==> src/rtl/srh_pkg.sv <==
// package of constants and types for the static ram host controller
// Notes on behaviour
// - select or strobe release ends write
// - strobe pulse covers float delay plus setup
// - host never drives while memory still drives
// - read cycle no shorter than grade cycle
// - select held before write end minimum
package srh_pkg;
    localparam int unsigned CLK_PERIOD_NS = 4;             // 250 mhz clock
    // timings of the fastest grade, in ns
    localparam int unsigned READ_CYCLE_MIN_NS = 15;
    localparam int unsigned ADDRESS_ACCESS_MAX_NS = 15;
    localparam int unsigned DRIVE_ENABLE_ACCESS_MAX_NS = 8;
    localparam int unsigned SELECT_TO_WRITE_END_MIN_NS = 12;
    localparam int unsigned STROBE_TO_FLOAT_MAX_NS = 7;
    localparam int unsigned DATA_SETUP_MIN_NS = 8;
    localparam int unsigned DESELECT_TO_FLOAT_MAX_NS = 7;
    localparam int unsigned POWERDOWN_DELAY_MAX_NS = 15;
    // least times round up to whole cycles
    function automatic int unsigned srh_cyc_up(input int unsigned ns);
        int unsigned c;
        c = (ns + CLK_PERIOD_NS - 1) / CLK_PERIOD_NS;
        return (c < 1) ? 1 : c;
    endfunction : srh_cyc_up
    localparam int unsigned READ_CYC = srh_cyc_up(READ_CYCLE_MIN_NS);
    localparam int unsigned ACCESS_CYC = srh_cyc_up(ADDRESS_ACCESS_MAX_NS);
    localparam int unsigned WRITE_CYC = srh_cyc_up(SELECT_TO_WRITE_END_MIN_NS);
    localparam int unsigned STROBE_CYC =
        srh_cyc_up(STROBE_TO_FLOAT_MAX_NS + DATA_SETUP_MIN_NS);
    localparam int unsigned FLOAT_CYC = srh_cyc_up(DESELECT_TO_FLOAT_MAX_NS);
    localparam int unsigned ADDR_W = 13;
    localparam int unsigned DATA_W = 8;
    localparam int unsigned CNT_W = 4;
    localparam logic [ADDR_W-1:0] ADDR_RST = 13'h0000;
    localparam logic [DATA_W-1:0] DATA_RST = 8'h00;
    typedef enum logic [4:0] {
        SRH_IDLE  = 5'b00001,
        SRH_READ  = 5'b00010,
        SRH_WRITE = 5'b00100,
        SRH_HOLD  = 5'b01000,
        SRH_FLOAT = 5'b10000
    } srh_state_type;
endpackage : srh_pkg

==> src/rtl/srh_host.sv <==
// host controller driving an asynchronous byte-wide static ram
module srh_host
    import srh_pkg::*;
#(
    parameter int unsigned AW = ADDR_W,
    parameter int unsigned DW = DATA_W
) (
    input wire logic clk,
    input wire logic sys_rst,
    input wire logic req_valid,
    input wire logic req_write,
    input wire logic [AW-1:0] req_addr,
    input wire logic [DW-1:0] req_wdata,
    output logic req_ready,
    output logic rsp_valid,
    output logic [DW-1:0] rsp_rdata,
    output logic select_low_active_n,
    output logic select_high_active,
    output logic write_strobe_n,
    output logic output_enable_n,
    output logic [AW-1:0] address_lines,
    input wire logic [DW-1:0] data_lines_i,
    output logic [DW-1:0] data_lines_o,
    output logic data_lines_oe
);
    // larger of two cycle counts, used for both access kinds
    function automatic int unsigned srh_max(input int unsigned a, input int unsigned b);
        return (a > b) ? a : b;
    endfunction : srh_max
    // interval lengths in cycles, cut to the counter width
    localparam logic [CNT_W-1:0] READ_LEN = CNT_W'(srh_max(READ_CYC, ACCESS_CYC));
    localparam logic [CNT_W-1:0] WRITE_LEN = CNT_W'(srh_max(WRITE_CYC, STROBE_CYC));
    localparam logic [CNT_W-1:0] FLOAT_LEN = CNT_W'(FLOAT_CYC);

    srh_state_type state_r;  // sequencer state
    srh_state_type state_nxt;
    logic sel_n_r, sel_n_nxt;  // low-active select
    logic sel_h_r, sel_h_nxt;  // high-active select
    logic we_n_r, we_n_nxt;  // write strobe
    logic oe_n_r, oe_n_nxt;  // output enable
    logic [AW-1:0] addr_r, addr_nxt;  // address pins
    logic [DW-1:0] wdat_r, wdat_nxt;  // data driven on write
    logic doe_r, doe_nxt;  // host drive enable
    logic rdy_r, rdy_nxt;  // ready for a request
    logic rv_r, rv_nxt;  // read answer pulse
    logic [DW-1:0] rdat_r, rdat_nxt;  // captured byte
    logic tload;  // start a timed interval
    logic [CNT_W-1:0] tcount;
    logic tdone;  // interval finished

    srh_timer #(.W(CNT_W)) u_timer (
        .clk(clk),
        .sys_rst(sys_rst),
        .load(tload),
        .count(tcount),
        .done(tdone)
    );

    // sequencer: every interval is a whole count of cycles
    always_comb begin
        state_nxt = state_r;
        sel_n_nxt = sel_n_r;
        sel_h_nxt = sel_h_r;
        we_n_nxt = we_n_r;
        oe_n_nxt = oe_n_r;
        addr_nxt = addr_r;
        wdat_nxt = wdat_r;
        doe_nxt = doe_r;
        rdy_nxt = rdy_r;
        rv_nxt = 1'b0;
        rdat_nxt = rdat_r;
        tload = 1'b0;
        tcount = READ_LEN;
        unique case (state_r)
            SRH_IDLE: begin
                // idle keeps the memory deselected and so powered down
                if (req_valid && rdy_r) begin
                    rdy_nxt = 1'b0;
                    addr_nxt = req_addr;
                    sel_n_nxt = 1'b0;
                    sel_h_nxt = 1'b1;
                    tload = 1'b1;
                    if (req_write) begin
                        // output enable stays high so memory never drives
                        wdat_nxt = req_wdata;
                        we_n_nxt = 1'b0;
                        doe_nxt = 1'b1;
                        tcount = WRITE_LEN;
                        state_nxt = SRH_WRITE;
                    end else begin
                        oe_n_nxt = 1'b0;
                        tcount = READ_LEN;
                        state_nxt = SRH_READ;
                    end
                end
            end
            SRH_READ: begin
                if (tdone) begin
                    // sample at the end of the full cycle, data valid by then
                    rdat_nxt = data_lines_i;
                    rv_nxt = 1'b1;
                    oe_n_nxt = 1'b1;
                    sel_n_nxt = 1'b1;
                    sel_h_nxt = 1'b0;
                    tload = 1'b1;
                    tcount = FLOAT_LEN;
                    state_nxt = SRH_FLOAT;
                end
            end
            SRH_WRITE: begin
                if (tdone) begin
                    // strobe rising ends the write, data still held
                    we_n_nxt = 1'b1;
                    state_nxt = SRH_HOLD;
                end
            end
            SRH_HOLD: begin
                // one cycle of data and address hold after write end
                doe_nxt = 1'b0;
                sel_n_nxt = 1'b1;
                sel_h_nxt = 1'b0;
                tload = 1'b1;
                tcount = FLOAT_LEN;
                state_nxt = SRH_FLOAT;
            end
            SRH_FLOAT: begin
                // wait for memory lines to float before next access
                if (tdone) begin
                    rdy_nxt = 1'b1;
                    state_nxt = SRH_IDLE;
                end
            end
            default: begin
                state_nxt = SRH_IDLE;
            end
        endcase
    end

    // register all pins so outputs come straight from flip-flops
    always_ff @(posedge clk or posedge sys_rst) begin
        if (sys_rst) begin
            state_r <= SRH_IDLE;
            sel_n_r <= 1'b1;
            sel_h_r <= 1'b0;
            we_n_r <= 1'b1;
            oe_n_r <= 1'b1;
            addr_r <= ADDR_RST;
            wdat_r <= DATA_RST;
            doe_r <= 1'b0;
            rdy_r <= 1'b1;
            rv_r <= 1'b0;
            rdat_r <= DATA_RST;
        end else begin
            state_r <= state_nxt;
            sel_n_r <= sel_n_nxt;
            sel_h_r <= sel_h_nxt;
            we_n_r <= we_n_nxt;
            oe_n_r <= oe_n_nxt;
            addr_r <= addr_nxt;
            wdat_r <= wdat_nxt;
            doe_r <= doe_nxt;
            rdy_r <= rdy_nxt;
            rv_r <= rv_nxt;
            rdat_r <= rdat_nxt;
        end
    end

    assign select_low_active_n = sel_n_r;
    assign select_high_active = sel_h_r;
    assign write_strobe_n = we_n_r;
    assign output_enable_n = oe_n_r;
    assign address_lines = addr_r;
    assign data_lines_o = wdat_r;
    assign data_lines_oe = doe_r;
    assign req_ready = rdy_r;
    assign rsp_valid = rv_r;
    assign rsp_rdata = rdat_r;
endmodule : srh_host

==> src/rtl/srh_timer.sv <==
// down counter that marks the end of a timed interval
module srh_timer
    import srh_pkg::*;
#(
    parameter int unsigned W = CNT_W
) (
    input wire logic clk,
    input wire logic sys_rst,
    input wire logic load,
    input wire logic [W-1:0] count,
    output logic done
);
    logic [W-1:0] cnt_r;  // cycles still to wait
    logic [W-1:0] cnt_nxt;
    // load takes priority so back to back intervals never merge
    always_comb begin
        cnt_nxt = cnt_r;
        if (load) begin
            cnt_nxt = count;
        end else if (cnt_r != '0) begin
            cnt_nxt = cnt_r - 1'b1;
        end
    end
    always_ff @(posedge clk or posedge sys_rst) begin
        if (sys_rst) begin
            cnt_r <= '0;
        end else begin
            cnt_r <= cnt_nxt;
        end
    end
    assign done = (cnt_r == {{(W-1){1'b0}}, 1'b1});
endmodule : srh_timer

==> config.mk <==
export PLATFORM = sky130hd
export DESIGN_NAME = srh_host
export DESIGN_NICKNAME = d
export VERILOG_FILES = /design/src/rtl/srh_pkg.sv /design/src/rtl/srh_host.sv /design/src/rtl/srh_timer.sv
export SDC_FILE = /design/constraint.sdc
export NUM_CORES = 1
export LEC_CHECK = 0
export BUFFER_PORTS_ARGS = -buffer_cell sky130_fd_sc_hd__buf_2
export CAP_MARGIN = 10
export CORE_ASPECT_RATIO = 0.5
export CORE_UTILIZATION = 49
export DETAILED_ROUTE_END_ITERATION = 16
export PLACE_DENSITY = 0.78
export SLEW_MARGIN = 30
export SYNTH_ARGS = -nofsm -noshare
export SYNTH_HDL_FRONTEND = slang
export SYNTH_HIERARCHICAL = 1
export SYNTH_SLANG_ARGS = --single-unit
export TNS_END_PERCENT = 30
==> constraint.sdc <==
create_clock -name clk -period 2.8 [get_ports clk]
set_input_delay 0.84 -clock clk [delete_from_list [all_inputs] [get_ports clk]]
set_output_delay 0.84 -clock clk [all_outputs]
set_load 0.01 [all_outputs]
# After elaboration in Yosys (flattened, before gate mapping)
# Index checks and enable logic that the tools add are counted.
op_classes:
  n_addsub: 1
  mux: 30
  n_reduce_logical: 17
  n_eq_ne: 12
op_table:
  columns: ["operator", "n"]
  rows:
  - ["one-hot mux 5 bit (5 select lines)", 1]
  - ["2-to-1 mux 5 bit", 4]
  - ["2-to-1 mux 1 bit", 13]
  - ["!= test 2 bit (second input constant)", 6]
  - ["AND reduction 3 bit", 4]
  - ["AND reduction 4 bit", 3]
  - ["nonzero test 2 bit", 5]
  - ["one-hot mux 1 bit (3 select lines)", 3]
  - ["2-to-1 mux 4 bit", 2]
  - ["one-hot mux 1 bit (2 select lines)", 4]
  - ["2-to-1 mux 3 bit", 2]
  - ["one-hot mux 3 bit (2 select lines)", 1]
  - ["== test 5 x 1 -> 1 bit (second input constant)", 1]
  - ["== test 5 x 2 -> 1 bit (second input constant)", 1]
  - ["== test 5 x 3 -> 1 bit (second input constant)", 1]
  - ["== test 5 x 4 -> 1 bit (second input constant)", 1]
  - ["== test 5 bit (second input constant)", 1]
  - ["== test 4 x 1 -> 1 bit (second input constant)", 1]
  - ["AND reduction 2 bit", 2]
  - ["nonzero test 4 bit", 1]
  - ["subtractor 4 x 1 -> 4 bit (second input constant)", 1]
  - ["nonzero test 3 bit", 1]
  - ["logical AND 1 bit", 1]
totals:
  register_bits: 45

# Longest topological paths before layout
# Gate-level depths: netlist of run 1.
logic_depth:
  word_depth: 4
  depth_mapped: 9
  depth_no_buf: 8

# Cells and area by module
# The synthesis of run 1 kept the hierarchy.
by_module_without_submodules:
  columns: ["module", "cells_per_inst", "instances", "area_each_um2"]
  rows:
  - ["srh_host", 121, 1, 1721.7]
  - ["srh_timer", 26, 1, 266.5]

# Worst setup path after synthesis of run 1
# Ideal clock, no wire load.
synth_path:
  path_type: "input-to-reg"
  start: "in req_valid"
  end: "reg u_timer.cnt_r[1]"
  setup_slack_ns: 0.627
  arrival_time_ns: 2.052
  cell_stages: 7
  required_time_ns: 2.679
  setup_ns: 0.121
  cell_sequence: "and4bb_2 nand3_4 buf_6 a21boi_0 clkbuf_1 a21oi_1 a22o_1"
synth_between:
  elab_chain_len: 4
synth_lines:
  columns: ["element", "line_no", "rtl"]
  rows:
  - ["from (decl)", "srh_host.sv:10", "input wire logic req_valid,"]
  - ["logical AND 1 bit *", "srh_host.sv:77", "if (req_valid && rdy_r) begin"]
  - ["2-to-1 mux 1 bit *", "srh_host.sv:77", null]
  - ["one-hot mux 1 bit (3 select lines) *", "srh_host.sv:74", "unique case (state_r)"]
  - ["net tload", "srh_host.sv:47", "logic tload;"]
  - ["2-to-1 mux 4 bit or nonzero test 2 bit (tied branches)", null, null]
  - ["to (signal assigned)", "srh_timer.sv:28", "cnt_r <= cnt_nxt;"]
  - ["to (decl)", "srh_timer.sv:13", "logic [W-1:0] cnt_r;"]
# The timed path passes the listed nets; every way through them passes the cells marked *.
# A chain may end at the register's enable or synchronous reset.

# Final worst setup path of run 1
layout_path:
  start: "reg u_timer.cnt_r[1]"
  end: "reg rdat_r[0] (netlist: rsp_rdata[0])"
layout_between:
  elab_chain_len: 2
layout_lines:
  columns: ["element", "line_no", "rtl"]
  rows:
  - ["== test 4 x 1 -> 1 bit", "srh_timer.sv:31", "assign done = (cnt_r == {{(W-1){1'b0}}, 1'b1});"]
  - ["net tdone", "srh_host.sv:49", "logic tdone;"]
  - ["AND reduction 2 bit (no source line)", null, null]
  - ["to (signal assigned)", "srh_host.sv:164", "rdat_r <= rdat_nxt;"]
  - ["to (decl)", "srh_host.sv:46", "logic [DW-1:0] rdat_r, rdat_nxt;"]
# The timed path passes the listed nets, and every way through them passes these cells.

==> flow_summary.yaml, run 1 <==
setup_path:
  rr_worst_depth: 7
  end_kind: "flop"
  path_class: "reg2reg"
  reg2reg_from: "u_timer/cnt_r[1]"
  crit_required_ns: 2.97
  arrival_ns: 2.62
  r2r-end: "rsp_rdata[0]"
  crit_slowest_cell: "nor3b_1"
  worstSetupStartpointType: "flop"
  crit_chain: "inv_1, ha_1, nor3b_1, nor4b_1, nor3b_2, buf_4, mux2_2"
  cpPeakStageDelay_ns: 0.53
  cp_max_fo: 10
  r2r_slack_ns: 0.35
sta:
  worst_slew_pin_slew_ns: 0.633
  setup_viol: 0
  whs_ns: 0.430
  fin_crit_sh_pct: 87.5
  drv_slew: 0
  final_hold_viol_count: 0
  fin_setup_tns_ns: 0
  fin_skew_ns: 0.00517
  timing.fmax_mhz: 408
  fin_ws_ns: 0.351
  relSlewSlack_pct: 57.7
  period_needed_ns: 2.45
  rsz0062_at_grt: "no"
power:
  comb_power_share_pct: 3.5
  p_seq_share_pct: 60.1
  p_sw_w: 0.000218
  leakage_nw: 1.35
  total_power_w: 0.00108
  peakVddDrop_mv: 0.282
  power.share.clock_pct: 36.5
  p_sw_share_pct: 20.2
  internal-power_w: 0.000863
  p_per_area_nw_per_um2: 441
routing:
  vias_per_cell: 5.04
  wire_per_inst_um: 13.1
  drtIter0Drc: 41
  wl_um: 3550
  dr.pass1.iters: 4
  final_antenna_net_count: 0
  vias: 1361
  drc: 0
grt:
  grt_remaining_overflow: 0
  grt_pass1_wl_um: 5940
  grt_pass1_vias: 1313
  antenna_found_initial: 0
  grt_max_degree: 42
  groute.usage.overall_pct: 18.1
clock_tree:
  cts_buffers: 5
  cts-root-buf: "clkbuf_8"
  cts_resized: 0
  clock-sinks: 45
  cts_tree: "done"
  clkLatencyLatePin_ns: 0.29
  clockBufferDepth: 2
  post_cts_buffers: 0
  clk_pin_slew_ns: 0.08
  ctsHoldBuffers: 0
  htreeDepth: 2
floorplanning:
  pin_count: 69
  core_area_um2: 3660
  placementRows: 15
  start_util_pct: 54.3
  die_w_um: 92.1
  die_y_um: 47.0
  dieArea_um2: 4330
finish:
  areaGrowthSynthToFinish_pct: 23.2
  drive_gt1_share_pct: 53.4
  fin_nets: 255
  final_util_pct: 66.9
  antenna_cells: 0
yosys:
  ys_warn_count: 6
  syn_area_um2: 1990
  yosys-top-cells-count: "dfrtp_1 (40), mux2_2 (25), inv_1 (8)"
  ys.flop_type: "dfrtp_1"
  synthTopCellsByArea: "dfrtp_1 (50%), mux2_2 (14%), dfstp_2 (6.6%)"
  synth_edf_count: 0
  ys_seq_area_share_pct: 57.0
  async_flop_share_pct: 100
  avgSynthCellArea_um2: 13.5
  post_synth_num_cell_types: 44
  synth_top_area_cell: "dfrtp_1"
  synth.most_common_cell: "dfrtp_1"
  synth_top_area_share_pct: 50.3
  synthCells: 147
  ys_ff_latch: 45
place:
  io_buffers: 68
  hpwl_um: 2590
  place_ws_ns: 0.377
  routabilityCongestion: 0.790
min_path:
  hold_class: "in2async"
flow_run:
  drv_cap: 0
outcome:
  status: "finished clean"
-- how the worst max path moves through the flow --
stage,start,to,depth (start not counted)
after floorplan,req_valid,u_timer/cnt_r[1],7
after global placement,u_timer/cnt_r[1],rsp_rdata[4],7
after detailed placement,u_timer/cnt_r[1],rsp_rdata[3],7
after CTS,u_timer/cnt_r[1],rsp_rdata[3],7
after global routing,u_timer/cnt_r[1],rsp_rdata[7],7
final,u_timer/cnt_r[1],rsp_rdata[0],7
-- sequential cells by signal, summed over array words and instances (netlist names) --
| signal | flops |
|---|---|
| write_strobe_n | 1 |
| data_lines_oe | 1 |
| req_ready | 1 |
| rsp_valid | 1 |
| u_timer/cnt_r | 4 |
| state_r | 5 |
| rsp_rdata | 8 |
| address_lines | 13 |
| output_enable_n | 1 |
| select_high_active | 1 |
| data_lines_o | 8 |
| select_low_active_n | 1 |
-- per-stage QoR --
stage	cells	area [um^2]
after floorplan	148	1990
after global placement	263	2360
after detailed placement	263	2360
after CTS	270	2450
after global routing	270	2450
final	270	2450
-- cell families (layout without fill, tap and decap cells) --
group	Yosys count	after routing	synth area share (%)
compound gates	20	20	6.80
xor+xnor	4	4	1.76
fa+ha+maj	3	3	1.89
buf+inv	15	86	4.28
flops	45	45	57.0
mux	29	29	17.2
other cells	1	2	0.189
simple gates	30	30	11.0
-- worst max-delay path: cells and delay by family, from the launching register on --
family,cells,cell delay [ns]
buffers and inverters,2,0.32
flip-flops,1,0.40
AND/OR/NAND/NOR,3,1.13
adder cells (fa/ha/maj),1,0.15
multiplexers,1,0.34
-- metal layers --
layer / vias up / GRT usage [%] / part of all wire [%]
li1: 653 / - / -
met1: 679 / 22.5 / 46
met2: 29 / 31.8 / 50
met3: 0 / 5.99 / 3.8
met4: 0 / 5.31 / 0
met5: - / 0 / 0
-- power groups by stage --
stage	clock, W	combinational, W	sequential [W]
after floorplan	0	0.0000123	0.000662
after CTS	0.000408	0.0000391	0.000650
after global placement	0	0.0000379	0.000662
final	0.000394	0.0000374	0.000650
after global routing	0.000431	0.0000434	0.000650
after detailed placement	0	0.0000390	0.000662
-- final cells by class --
cell class | instances | area [um^2]
multi-input cells | 88 | 774
clock buffers | 7 | 86.3
well taps | 51 | 63.8
flip-flops and latches | 45 | 1130
repair buffers | 71 | 363
inverters | 8 | 30.0
fillers | 301 | 1210
-- layout by cell type, fill, tap and decap left out, types with 3 or more instances in the layout --
| cell | count |
|---|---|
| buf_2 | 68 |
| buf_4 | 3 |
| clkbuf_8 | 6 |
| dfrtp_1 | 40 |
| dfstp_2 | 5 |
| ha_1 | 3 |
| inv_1 | 8 |
| mux2_2 | 25 |
| mux2_4 | 4 |
| nand2_1 | 4 |
| nor2_1 | 5 |
| o21ai_0 | 5 |
| xnor2_1 | 3 |
Power figures use the tool's default switching activity.
==> run 2, diff against run 1 <==
--- a/config.mk
+++ b/config.mk
@@ -10,7 +10,9 @@
 export CORE_ASPECT_RATIO = 0.5
 export CORE_UTILIZATION = 49
 export DETAILED_ROUTE_END_ITERATION = 16
+export MAX_ROUTING_LAYER = met4
 export PLACE_DENSITY = 0.78
+export REMOVE_ABC_BUFFERS = 1
 export SLEW_MARGIN = 30
 export SYNTH_ARGS = -nofsm -noshare
 export SYNTH_HDL_FRONTEND = slang
==> run 2 against run 1 <==
Non-clock buffer count unchanged. Sequential power about the same. Count of clock-buffer cells in the layout stayed put. Critical path type unchanged. Highest routed layer unchanged.
==> flow_summary.yaml, run 2 (synthesis results as in run 1) <==
grt:
  grt_use_met1_pct: 22.4
  groute.usage.overall_pct: 18.5
  antenna_found_initial: 0
  grt_pass1_vias: 1330
  grt_pass1_wl_um: 5890
  grtUsageMet3_pct: 4.37
  top_usage_layer: "met2"
  gr-usage-met2_pct: 31.8
  grt_remaining_overflow: 0
  grt_max_degree: 42
sta:
  fin_skew_ns: 0.00343
  relSlewSlack_pct: 55.6
  timing.fmax_mhz: 400
  fin_crit_sh_pct: 89.2
  setup_viol: 0
  period_needed_ns: 2.50
  rsz0062_at_grt: "no"
  drv_slew: 0
  worst_slew_pin_slew_ns: 0.665
  fin_setup_tns_ns: 0
  final_hold_viol_count: 0
  whs_ns: 0.421
finish:
  largest_reg_flops: 13
  layout_common_cells: "buf_2 (68), dfrtp_1 (40), mux2_2 (25), inv_1 (8), clkbuf_8 (7)"
  fin_cells: 271
  layout_commonest_cell: "buf_2"
  drive_gt1_share_pct: 54.1
  antenna_cells: 0
  final_cell_area_um2: 2460
  fin_nets: 255
  areaGrowthSynthToFinish_pct: 24.0
setup_path:
  r2r-end: "rsp_rdata[5]"
  cp_max_fo: 10
  path_class: "reg2reg"
  cpLargestDelayFamily: "simple AND/OR/NAND/NOR gates"
  arrival_ns: 2.68
  crit_required_ns: 2.98
  worst-path-buf-inv: 2
  r2r_slack_ns: 0.30
  reg2reg_from: "u_timer/cnt_r[1]"
  rr_worst_depth: 7
  end_kind: "flop"
  worstSetupStartpointType: "flop"
  worstSetupStartpoint: "u_timer/cnt_r[1]"
  crit_slowest_cell: "nor3b_1"
  crit_chain: "inv_1, ha_1, nor3b_1, nor4b_1, nor3b_2, buf_4, mux2_2"
  cpPeakStageDelay_ns: 0.56
  endpoint: "rsp_rdata[5]"
  path_depth: 7
power:
  leakage_nw: 1.36
  peakVddDrop_mv: 0.313
  p_per_area_nw_per_um2: 453
  total_power_w: 0.00112
routing:
  vias: 1337
  drtIter0Drc: 99
  final_antenna_net_count: 0
  drc: 0
  vias_per_cell: 4.93
  wire_per_inst_um: 13.2
  dr.pass1.iters: 4
  wl_um: 3580
min_path:
  hold_class: "in2async"
floorplanning:
  placementRows: 15
  core_area_um2: 3660
  pin_count: 69
  die_y_um: 47.0
  dieArea_um2: 4330
  start_util_pct: 54.3
  die_w_um: 92.1
clock_tree:
  clock-sinks: 45
  ctsHoldBuffers: 0
  post_cts_buffers: 0
  htreeDepth: 2
  cts_buffers: 5
  cts-root-buf: "clkbuf_8"
  clockBufferDepth: 2
  clk_pin_slew_ns: 0.08
  cts_tree: "done"
  cts_resized: 0
  clkLatencyLatePin_ns: 0.29
place:
  placed_area_um2: 2360
  placed_cells: 263
  routabilityCongestion: 0.785
  hpwl_um: 2650
  io_buffers: 68
flow_run:
  drv_cap: 0
outcome:
  status: "finished clean"
## run 2: routing by layer
metal,vias to the layer above,wire length (um),share of wire (%)
met3,0,140,3.9
met4,0,0,0
li1,654,-,-
met1,655,1640,46
met5,-,0,0
met2,28,1810,50
## run 2: power by group
group	switching, W	internal (W)	total (W)
Sequential	0	0.000650	0.000650
Combinational	0.0000197	0.0000177	0.0000374
Clock	0.000207	0.000223	0.000430
## run 2: final cells by class
class / count / area (um^2)
clock buffers: 7 / 96.3
clock inverters: 1 / 5.00
fillers: 286 / 1190
inverters: 8 / 30.0
multi-input cells: 88 / 774
flip-flops and latches: 45 / 1130
well taps: 51 / 63.8
repair buffers: 71 / 363
## run 2: worst min-delay path by stage
stage                         start                to  cells past startpoint
floorplan            write_strobe_n    write_strobe_n                      1
global placement    data_lines_o[6]   data_lines_o[6]                      1
detailed placement     rsp_rdata[1]      rsp_rdata[1]                      1
CTS                         sys_rst  u_timer/cnt_r[1]                      2
global route                sys_rst  u_timer/cnt_r[1]                      2
finish                      sys_rst  u_timer/cnt_r[1]                      2
## run 2: stage by stage
step / setup WS, ns / utilization [%]
after floorplan: 0.502 / -
after global placement: 0.504 / 64.6
after detailed placement: 0.273 / 64.6
after CTS: 0.264 / 67.4
after global routing: 0.00881 / 67.4
final: 0.302 / 67.4
## run 2: worst register-to-register path, stage by stage, from the launching register on
cell and delay [ns]:
dfrtp_1 0.40, inv_1 0.12, ha_1 0.16, nor3b_1 0.56
nor4b_1 0.38, nor3b_2 0.22, buf_4 0.19, mux2_2 0.35
